[config.mk]
export PLATFORM = sky130hd
export DESIGN_NAME = speed_ref_zero
export DESIGN_NICKNAME = d
export VERILOG_FILES = /design/src/core/speed_ref_pkg.sv /design/src/core/speed_ref_zero.sv
export VERILOG_INCLUDE_DIRS = /design/src /design/src/core
export SDC_FILE = /design/constraint.sdc
export NUM_CORES = 1
export LEC_CHECK = 0
export BUFFER_PORTS_ARGS = -buffer_cell sky130_fd_sc_hd__buf_2
export CORE_MARGIN = 3
export CORE_UTILIZATION = 55
export DETAILED_ROUTE_END_ITERATION = 7
export PLACE_DENSITY = 0.74
export SYNTH_ARGS = -nofsm -noshare
export SYNTH_HDL_FRONTEND = slang
export SYNTH_SLANG_ARGS = --single-unit
[constraint.sdc]
create_clock -name pclk -period 30.1 [get_ports pclk]
set_clock_uncertainty 0.1 [all_clocks]
set_input_delay 9.03 -clock pclk [delete_from_list [all_inputs] [get_ports pclk]]
set_output_delay 9.03 -clock pclk [all_outputs]
set_load 0.1 [all_outputs]
[src/core/speed_ref_params.svh]
// constants for the speed reference selector and zero-speed logic
// assumes 32-bit APB, byte addresses on paddr[7:0]
`ifndef SPEED_REF_PARAMS_SVH
`define SPEED_REF_PARAMS_SVH

`define SPD_W         16
`define N_DIN         5
`define FN_W          5
`define SRC_W         4
`define DELAY_W       10
`define CTRL_W        14
`define TICK_W        24

// register byte addresses
`define A_CTRL        8'h00
`define A_DIN_FUNC    8'h04
`define A_DELAY       8'h08
`define A_THRESH      8'h0C
`define A_LIMITS      8'h10
`define A_EP          8'h14
`define A_WAKE        8'h18
`define A_STATUS      8'h1C
`define A_FIXED_BASE  8'h20
`define A_FIXED_LAST  8'h3C

// control register fields
`define C_LOC         0
`define C_REM         4
`define C_REM_SEL     8
`define C_ZS_MODE     9
`define C_EXIT        11
`define C_REG_SEL     12
`define C_REG_AUTO    13
`define HI_HALF       16

// status register fields
`define S_DRV_EN      16
`define S_ZS_DIS      17
`define S_ZS_TIMING   18

// codes
`define SRC_EP        4'h7
`define SRC_MS        4'h8
`define FN_EP_UP      5'h0B
`define FN_EP_DN      5'h0C
`define FN_MS         5'h0D
`define MODE_OFF      2'h0
`define MODE_BOTH     2'h1
`define MODE_REF      2'h2

// timing
`define CLK_PERIOD_NS 100
`define DELAY_UNIT_NS 1000000000
`define HYST_DIV      16'h0064

// reset values
`define RST_MIN       16'h005A
`define RST_MAX       16'h0708
`define RST_RATED     16'h0708
`define RST_THRESH    16'h0000
`define RST_EP_STEP   16'h0001
`define RST_EP_DIV    16'h03E8
`define RST_FIX0      16'h005A
`define RST_FIX1      16'h012C
`define RST_FIX2      16'h0258
`define RST_FIX3      16'h0384
`define RST_FIX4      16'h04B0
`define RST_FIX5      16'h05DC
`define RST_FIX6      16'h0708
`define RST_FIX7      16'h0672

`endif

[src/core/speed_ref_pkg.sv]
// types for the speed reference selector and zero-speed logic
// assumes speed_ref_params.svh is on the include path
`include "speed_ref_params.svh"
package speed_ref_pkg;

	typedef enum logic [1:0] {
		ZS_RUN    = 2'b00,
		ZS_TIMING = 2'b01,
		ZS_DIS    = 2'b10
	} zs_state_t;

	typedef struct packed {
		logic [`N_DIN-1:0]                din_s1;
		logic [`N_DIN-1:0]                din_s2;
		logic [`CTRL_W-1:0]               ctrl;
		logic [`N_DIN-1:0][`FN_W-1:0]     din_func;
		logic [`DELAY_W-1:0]              zs_delay;
		logic [`SPD_W-1:0]                thresh;
		logic [`SPD_W-1:0]                rated;
		logic [`SPD_W-1:0]                min_lim;
		logic [`SPD_W-1:0]                max_lim;
		logic [`SPD_W-1:0]                ep_step;
		logic [`SPD_W-1:0]                ep_div;
		logic [`SPD_W-1:0]                ep_cnt;
		logic [`SPD_W-1:0]                wake;
		logic [7:0][`SPD_W-1:0]           fixed;
		logic [`SPD_W-1:0]                ep_ref;
		logic [`SPD_W-1:0]                spd_ref;
		zs_state_t                        zs;
		logic [`TICK_W-1:0]               tick_cnt;
		logic [`DELAY_W-1:0]              sec_cnt;
		logic                             drv_en;
		logic                             zs_dis;
		logic                             pready;
		logic                             pslverr;
		logic [31:0]                      prdata;
	} state_t;

endpackage : speed_ref_pkg

[src/core/speed_ref_zero.sv]
// speed reference selection (multispeed, e-pot) and zero-speed disable
// assumes din comes from isolated pins; other inputs are on pclk
`timescale 1ns/1ps
`include "speed_ref_params.svh"

// Operation
// - eight stored fixed speed references
// - select bits form index, input2 most significant
// - unassigned select input counts as zero
// - multispeed drives reference when source is eight
// - select input counts only with function thirteen
// - e-pot drives reference when source is seven
// - function eleven increases, twelve decreases
// - raise while increase high, lower while decrease low
// - disabled with both inputs active resets e-pot
// - mode one: reference and speed low disable
// - mode two: reference low alone disables
// - exit on reference or speed, or reference only
// - regulator in auto also needs wake error
// - zero delay immediate, else timer then disable
// - condition lost while timing clears timer
// - enabled drive clamps reference to limits
module speed_ref_zero
	import speed_ref_pkg::*;
#(
	parameter int unsigned TICK_CYCLES = `DELAY_UNIT_NS / `CLK_PERIOD_NS
) (
	// clock and reset
	input  wire logic              pclk,
	input  wire logic              presetn,
	input  wire logic              ce,
	// apb slave
	input  wire logic              psel,
	input  wire logic              penable,
	input  wire logic              pwrite,
	input  wire logic [7:0]        paddr,
	input  wire logic [31:0]       pwdata,
	output logic      [31:0]       prdata,
	output logic                   pready,
	output logic                   pslverr,
	// isolated digital inputs, bits 0..2 are speed_select_in_0..2
	input  wire logic [`N_DIN-1:0] din,
	// drive side, same clock
	input  wire logic              drive_run_cmd,
	input  wire logic [`SPD_W-1:0] ref_other,
	input  wire logic [`SPD_W-1:0] actual_speed_value,
	input  wire logic [`SPD_W-1:0] regulator_error,
	output logic      [`SPD_W-1:0] speed_ref_value,
	output logic                   drive_enable,
	output logic                   zero_speed_disable
);

	localparam logic [`TICK_W-1:0] TICK_LAST = `TICK_W'(TICK_CYCLES - 1);

	state_t s_q;
	state_t s_d;

	function automatic logic fn_any(input logic [`N_DIN-1:0] lv,
			input logic [`N_DIN-1:0][`FN_W-1:0] f, input logic [`FN_W-1:0] code);
		logic r;
		r = 1'b0;
		for (int i = 0; i < `N_DIN; i++) begin
			r = r | (lv[i] & (f[i] == code));
		end
		return r;
	endfunction : fn_any

	function automatic logic [2:0] ms_index(input logic [`N_DIN-1:0] lv,
			input logic [`N_DIN-1:0][`FN_W-1:0] f);
		logic [2:0] r;
		for (int b = 0; b < 3; b++) begin
			r[b] = lv[b] & (f[b] == `FN_MS);
		end
		return r;
	endfunction : ms_index

	function automatic logic reg_hit(input logic [7:0] a);
		return (a[1:0] == 2'b00) && (a <= `A_FIXED_LAST);
	endfunction : reg_hit

	logic [`SRC_W-1:0] src;
	logic [2:0]        ms_idx;
	logic              ep_up;
	logic              ep_dn;
	logic              ep_tick;
	logic [`SPD_W-1:0] sel_ref;
	logic [`SPD_W:0]   ep_sum;
	logic [`SPD_W:0]   ep_floor;
	logic [`SPD_W-1:0] hyst;
	logic [`SPD_W-1:0] thr_lo;
	logic [`SPD_W:0]   thr_hi;
	logic              enter_c;
	logic              exit_c;
	logic [1:0]        zmode;

	always_comb begin
		src      = s_q.ctrl[`C_REM_SEL] ? s_q.ctrl[`C_REM +: `SRC_W] : s_q.ctrl[`C_LOC +: `SRC_W];
		ms_idx   = ms_index(s_q.din_s2, s_q.din_func);
		ep_up    = fn_any(s_q.din_s2, s_q.din_func, `FN_EP_UP);
		// decrease input is active when low
		ep_dn    = fn_any(~s_q.din_s2, s_q.din_func, `FN_EP_DN);
		ep_tick  = s_q.ep_cnt >= s_q.ep_div;
		ep_sum   = {1'b0, s_q.ep_ref} + {1'b0, s_q.ep_step};
		ep_floor = {1'b0, s_q.min_lim} + {1'b0, s_q.ep_step};
		zmode    = s_q.ctrl[`C_ZS_MODE +: 2];
		unique case (src)
			`SRC_MS: sel_ref = s_q.fixed[ms_idx];
			`SRC_EP: sel_ref = s_q.ep_ref;
			default: sel_ref = ref_other;
		endcase
		hyst   = s_q.rated / `HYST_DIV;
		thr_lo = (s_q.thresh > hyst) ? s_q.thresh - hyst : '0;
		thr_hi = {1'b0, s_q.thresh} + {1'b0, hyst};
		unique case (zmode)
			`MODE_BOTH: enter_c = (sel_ref < thr_lo) && (actual_speed_value < thr_lo);
			`MODE_REF:  enter_c = sel_ref < thr_lo;
			default:    enter_c = 1'b0;
		endcase
		exit_c = ({1'b0, sel_ref} > thr_hi)
			|| (!s_q.ctrl[`C_EXIT] && ({1'b0, actual_speed_value} > thr_hi));
		if (s_q.ctrl[`C_REG_SEL] && s_q.ctrl[`C_REG_AUTO]) begin
			exit_c = exit_c && (regulator_error > s_q.wake);
		end
	end

	always_comb begin
		s_d        = s_q;
		s_d.din_s1 = din;
		s_d.din_s2 = s_q.din_s1;

		// clamp only while enabled; max wins if limits cross
		s_d.spd_ref = sel_ref;
		if (s_q.drv_en) begin
			if (sel_ref < s_q.min_lim) begin
				s_d.spd_ref = s_q.min_lim;
			end
			if (sel_ref > s_q.max_lim) begin
				s_d.spd_ref = s_q.max_lim;
			end
		end

		// e-pot rate divider
		s_d.ep_cnt = ep_tick ? '0 : s_q.ep_cnt + 1'b1;
		if (!s_q.drv_en && ep_up && ep_dn) begin
			s_d.ep_ref = s_q.min_lim;
		end else if (ep_tick && ep_up && !ep_dn) begin
			s_d.ep_ref = (ep_sum > {1'b0, s_q.max_lim}) ? s_q.max_lim : ep_sum[`SPD_W-1:0];
		end else if (ep_tick && ep_dn && !ep_up) begin
			s_d.ep_ref = ({1'b0, s_q.ep_ref} < ep_floor) ? s_q.min_lim : s_q.ep_ref - s_q.ep_step;
		end

		// zero-speed disable
		unique case (s_q.zs)
			ZS_RUN: begin
				s_d.tick_cnt = '0;
				s_d.sec_cnt  = '0;
				if (enter_c) begin
					s_d.zs = (s_q.zs_delay == '0) ? ZS_DIS : ZS_TIMING;
				end
			end
			ZS_TIMING: begin
				if (!enter_c) begin
					s_d.zs       = ZS_RUN;
					s_d.tick_cnt = '0;
					s_d.sec_cnt  = '0;
				end else if (s_q.tick_cnt == TICK_LAST) begin
					s_d.tick_cnt = '0;
					s_d.sec_cnt  = s_q.sec_cnt + 1'b1;
					if (s_q.sec_cnt + 1'b1 >= s_q.zs_delay) begin
						s_d.zs = ZS_DIS;
					end
				end else begin
					s_d.tick_cnt = s_q.tick_cnt + 1'b1;
				end
			end
			ZS_DIS: begin
				if (exit_c) begin
					s_d.zs = ZS_RUN;
				end
			end
			default: s_d.zs = ZS_RUN;
		endcase
		if (zmode == `MODE_OFF) begin
			s_d.zs       = ZS_RUN;
			s_d.tick_cnt = '0;
			s_d.sec_cnt  = '0;
		end
		s_d.zs_dis = s_d.zs == ZS_DIS;
		s_d.drv_en = drive_run_cmd && (s_d.zs != ZS_DIS);

		// apb: answer in the first access cycle, no wait states
		s_d.pready  = 1'b0;
		s_d.pslverr = 1'b0;
		if (psel && !penable) begin
			s_d.pready  = 1'b1;
			s_d.pslverr = !reg_hit(paddr);
			s_d.prdata  = '0;
			// refused addresses fall to the case default and read zero
			if (reg_hit(paddr) && paddr >= `A_FIXED_BASE) begin
				s_d.prdata[`SPD_W-1:0] = s_q.fixed[paddr[4:2]];
			end else begin
				unique case (paddr)
					`A_CTRL:     s_d.prdata[`CTRL_W-1:0] = s_q.ctrl;
					`A_DIN_FUNC: s_d.prdata[`N_DIN*`FN_W-1:0] = s_q.din_func;
					`A_DELAY:    s_d.prdata[`DELAY_W-1:0] = s_q.zs_delay;
					`A_THRESH:   s_d.prdata = {s_q.rated, s_q.thresh};
					`A_LIMITS:   s_d.prdata = {s_q.max_lim, s_q.min_lim};
					`A_EP:       s_d.prdata = {s_q.ep_div, s_q.ep_step};
					`A_WAKE:     s_d.prdata[`SPD_W-1:0] = s_q.wake;
					`A_STATUS: begin
						s_d.prdata[`SPD_W-1:0]   = s_q.spd_ref;
						s_d.prdata[`S_DRV_EN]    = s_q.drv_en;
						s_d.prdata[`S_ZS_DIS]    = s_q.zs_dis;
						s_d.prdata[`S_ZS_TIMING] = s_q.zs == ZS_TIMING;
					end
					default: s_d.prdata = '0;
				endcase
			end
		end
		if (psel && penable && s_q.pready && pwrite && reg_hit(paddr)) begin
			if (paddr >= `A_FIXED_BASE) begin
				s_d.fixed[paddr[4:2]] = pwdata[`SPD_W-1:0];
			end else begin
				unique case (paddr)
					`A_CTRL:     s_d.ctrl = pwdata[`CTRL_W-1:0];
					`A_DIN_FUNC: s_d.din_func = pwdata[`N_DIN*`FN_W-1:0];
					`A_DELAY:    s_d.zs_delay = pwdata[`DELAY_W-1:0];
					`A_THRESH:   {s_d.rated, s_d.thresh} = pwdata;
					`A_LIMITS:   {s_d.max_lim, s_d.min_lim} = pwdata;
					`A_EP:       {s_d.ep_div, s_d.ep_step} = pwdata;
					`A_WAKE:     s_d.wake = pwdata[`SPD_W-1:0];
					default: ; // status is read only
				endcase
			end
		end
	end

	always_ff @(posedge pclk or negedge presetn) begin
		if (!presetn) begin
			s_q          <= '0;
			s_q.rated    <= `RST_RATED;
			s_q.thresh   <= `RST_THRESH;
			s_q.min_lim  <= `RST_MIN;
			s_q.max_lim  <= `RST_MAX;
			s_q.ep_step  <= `RST_EP_STEP;
			s_q.ep_div   <= `RST_EP_DIV;
			s_q.ep_ref   <= `RST_MIN;
			s_q.fixed    <= {`RST_FIX7, `RST_FIX6, `RST_FIX5, `RST_FIX4,
				`RST_FIX3, `RST_FIX2, `RST_FIX1, `RST_FIX0};
			s_q.zs       <= ZS_RUN;
		end else if (ce) begin
			s_q <= s_d;
		end
	end

	assign prdata             = s_q.prdata;
	assign pready             = s_q.pready;
	assign pslverr            = s_q.pslverr;
	assign speed_ref_value    = s_q.spd_ref;
	assign drive_enable       = s_q.drv_en;
	assign zero_speed_disable = s_q.zs_dis;
endmodule : speed_ref_zero

==> qor.yml <==
status:
  status: "finished clean"
synth:
  ys.flop_type: "dfrtp_1"
  async_flop_share_pct: 100
  netlist_area_um2: 29700
  yosysTopAreaCellShare_pct: 30.2
  yosysTopAreaCell: "dfrtp_1"
  synth_cells: 3156
  syn_area_per_cell_um2: 9.42
  synth-xor-area-share_pct: 3.27
  synth-compound-area-share_pct: 18.1
  synth-simple-area-share_pct: 13.9
  synth.distinct_cells: 100
  yosys-top-cells-area: "dfrtp_1, ha_1, mux2_2, dfstp_2, nand2_1"
  syn-num-nets: 3500
  yosysSeqAreaShare_pct: 35.5
  synth_seq_cells: 419
  synth_edf_count: 0
  synthMuxAreaShare_pct: 12.8
  yosysWarnings: 0
  synthAdderAreaFrac_pct: 10.4
  synth_top_family_by_area: "compound AO/OA/AOI/OAI gates"
timing:
  max_freq_mhz: 73.7
  worst_pin_slew_ns: 1.34
  finalCritPeriodShare_pct: 45.1
  setup_tns_ns: 0
  min_period_ns: 13.56
  hold_violations: 0
  timing.final.ws_setup_ns: 16.54
  slew_headroom_pct: 10.4
  finalSetupViolCount: 0
  final-max-slew-violation-count: 0
  rsz0062_at_grt: "false"
setup_path:
  max_stage_delay_ns: 1.02
  critPathLaunchType: "register"
  crit_path_top_delay_cell: "a222oi_1"
  cp.required_ns: 30.53
  crit_type: "reg2reg"
  reg2reg_depth: 47
  cp_data_arrival_time_ns: 13.99
  cp_max_fo: 29
  cpMostUsedCell: "a21oi_1"
  cp-end-kind: "register"
die:
  start_util_pct: 56.1
  die_w_um: 238
  core_um2: 53000
  io_pins: 152
  rows: 84
  fp.dieH_um: 238
  dieArea_um2: 56900
cells_and_area:
  num-nets-final: 3515
  layout.cells.non_filler: 3898
  area_growth_pct: 8.74
  fin_area_um2: 32300
  drive_above_1_share_pct: 19.8
clock_tree:
  cts-htree-levels: 2
  cts_tree: "built"
  ctsResizeCount: 0
  cts_buffer_depth: 3
  insertion_delay_ns: 0.61
  clk_pin_slew_worst_paths_ns: 0.06
  numCtsBuffers: 47
  cts.sinks: 419
  cts_root_buf: "clkbuf_16"
  cts_hold_buf: 0
  post_cts_buffers: 0
placed_design:
  numPortBuffers: 151
  routabilityCongestion: 1.00
  placed_cells: 3810
  placed_area_um2: 30600
  dpl_worst_slack_ns: 16.90
  place_hpwl_mm: 75.6
route:
  drt-pass1-iter-count: 6
  drt_iter0_markers: 2939
  via_per_inst: 6.58
  ant_nets: 0
  wl_per_cell_um: 26.2
  via_count: 25640
  drc: 0
  routed_wl_mm: 102
global_route:
  grt_pass1_vias: 24865
  grt_max_degree: 168
  grt_pass1_wl_mm: 154
  grt.total_usage_pct: 35.5
  grt.overflow.total: 0
  antenna_found_initial: 6
run:
  maxCapViolCount: 0
min_path:
  min_delay_path_depth: 2
  hold_path_class: "reg2reg"
pwr:
  p_leak_nw: 15.2
  ir_drop_v: 0.0000529
  power.density_nw_per_um2: 42.3
[metal layers]
metal  vias up  share of wire [%]  track usage, %
met1     12645                 39            45.7
met2      1287                 46            57.6
li1      11413                  -               -
met3       291                9.3            6.95
met4         4                5.7            17.7
met5         -              0.020               0
[worst max-delay path: cells and delay by family (launching register included)]
kind / cells / cell delay (ns)
AOI/OAI and AO/OA: 29 / 7.25
and+or+nand+nor: 10 / 2.39
xor gates and xnor gates: 3 / 1.24
DFF: 1 / 0.86
adders and majority gates: 3 / 0.85
muxes: 1 / 0.70
buffers and inverters: 1 / 0.06
[placed cells by master (no fill, tap or decap), types with 21 or more instances in the layout]
cell type and count:
o22ai_1 21, buf_2 150, dfrtp_1 359, a21oi_1 105
a221oi_1 44, clkbuf_16 47, nor2_1 206, dfstp_2 60
xor2_1 54, a22o_1 32, inv_1 187, and3_1 27
nand4_1 38, mux4_2 33, nand2_1 330, o21bai_1 30
o21ai_0 200, a22oi_1 50, a31oi_1 31, nand3_1 90
mux2i_1 45, a21o_1 82, nor3_1 27, nor2b_1 31
mux2_2 228, xnor2_1 57, ha_1 239, nand2b_1 37
buf_4 36, o21a_1 22
[Yosys cell counts (all sizes together), types with 60 or more instances]
master	number
dfrtp	359
nand2	331
ha	239
mux2	229
nor2	213
o21ai	207
inv	188
clkbuf	142
a21oi	108
nand3	90
a21o	82
buf	80
dfstp	60
[stage by stage]
| stage | hold slack, ns | utilization, % | power (mW) |
|---|---|---|---|
| global route | 0.424 | 61.0 | 1.40 |
| finish | 0.385 | 61.0 | 1.37 |
| CTS | 0.399 | 61.0 | 1.37 |
| floorplan | 0.350 | - | 0.689 |
| global placement | 0.371 | 57.8 | 0.734 |
| detailed placement | 0.385 | 57.8 | 0.737 |
[power breakdown]
| group | switching (mW) | total (mW) | internal [mW] | leakage, nW |
|---|---|---|---|---|
| sequential | 0.0168 | 0.592 | 0.575 | 5.21 |
| clock | 0.256 | 0.636 | 0.380 | 0.836 |
| combinational | 0.105 | 0.138 | 0.0337 | 9.16 |
| total | 0.377 | 1.37 | 0.989 | 15.2 |
[final cells by class]
type | count | area, um2
fill | 4474 | 20600
multi-input combinational | 2326 | 17400
sequential | 419 | 10600
clock buffer | 63 | 1320
timing repair buffer | 188 | 1060
tap | 688 | 861
inverter | 189 | 709
clock inverter | 24 | 389
antenna | 1 | 2.50
[sequential cells by signal (all words and copies together), names as in the netlist]
register,flops
zero_speed_disable,1
drive_enable,1
pready,1
speed_ref_value,16
prdata,32
s_d,5
pslverr,1
s_q,362
[kinds of logic (layout without fill, tap and decap cells)]
logic type,Yosys count,after routing
simple gates,886,886
xor+xnor,111,111
mux,308,308
compound gates,776,776
buf+inv,411,464
fa+ha+maj,245,245
other cells,0,1
flops,419,419
[worst paths after layout]
| check | startpoint | end | slack [ns] |
|---|---|---|---|
| min in group asynchronous | presetn | s_q[124]$_DFFE_PN0P_ | 8.34 |
| worst min register to register | prdata[29]$_DFFE_PN0P_ | prdata[29]$_DFFE_PN0P_ | 0.39 |
| worst max register to register | s_q[343]$_DFFE_PN0P_ | s_q[70]$_DFFE_PN0P_ | 16.54 |
| max in group asynchronous | presetn | prdata[27]$_DFFE_PN0P_ | 19.10 |
| worst min-delay path | prdata[29]$_DFFE_PN0P_ | prdata[29]$_DFFE_PN0P_ | 0.39 |
| worst max-delay path | s_q[343]$_DFFE_PN0P_ | s_q[70]$_DFFE_PN0P_ | 16.54 |
Note: power is estimated with default switching activity, not from simulation.
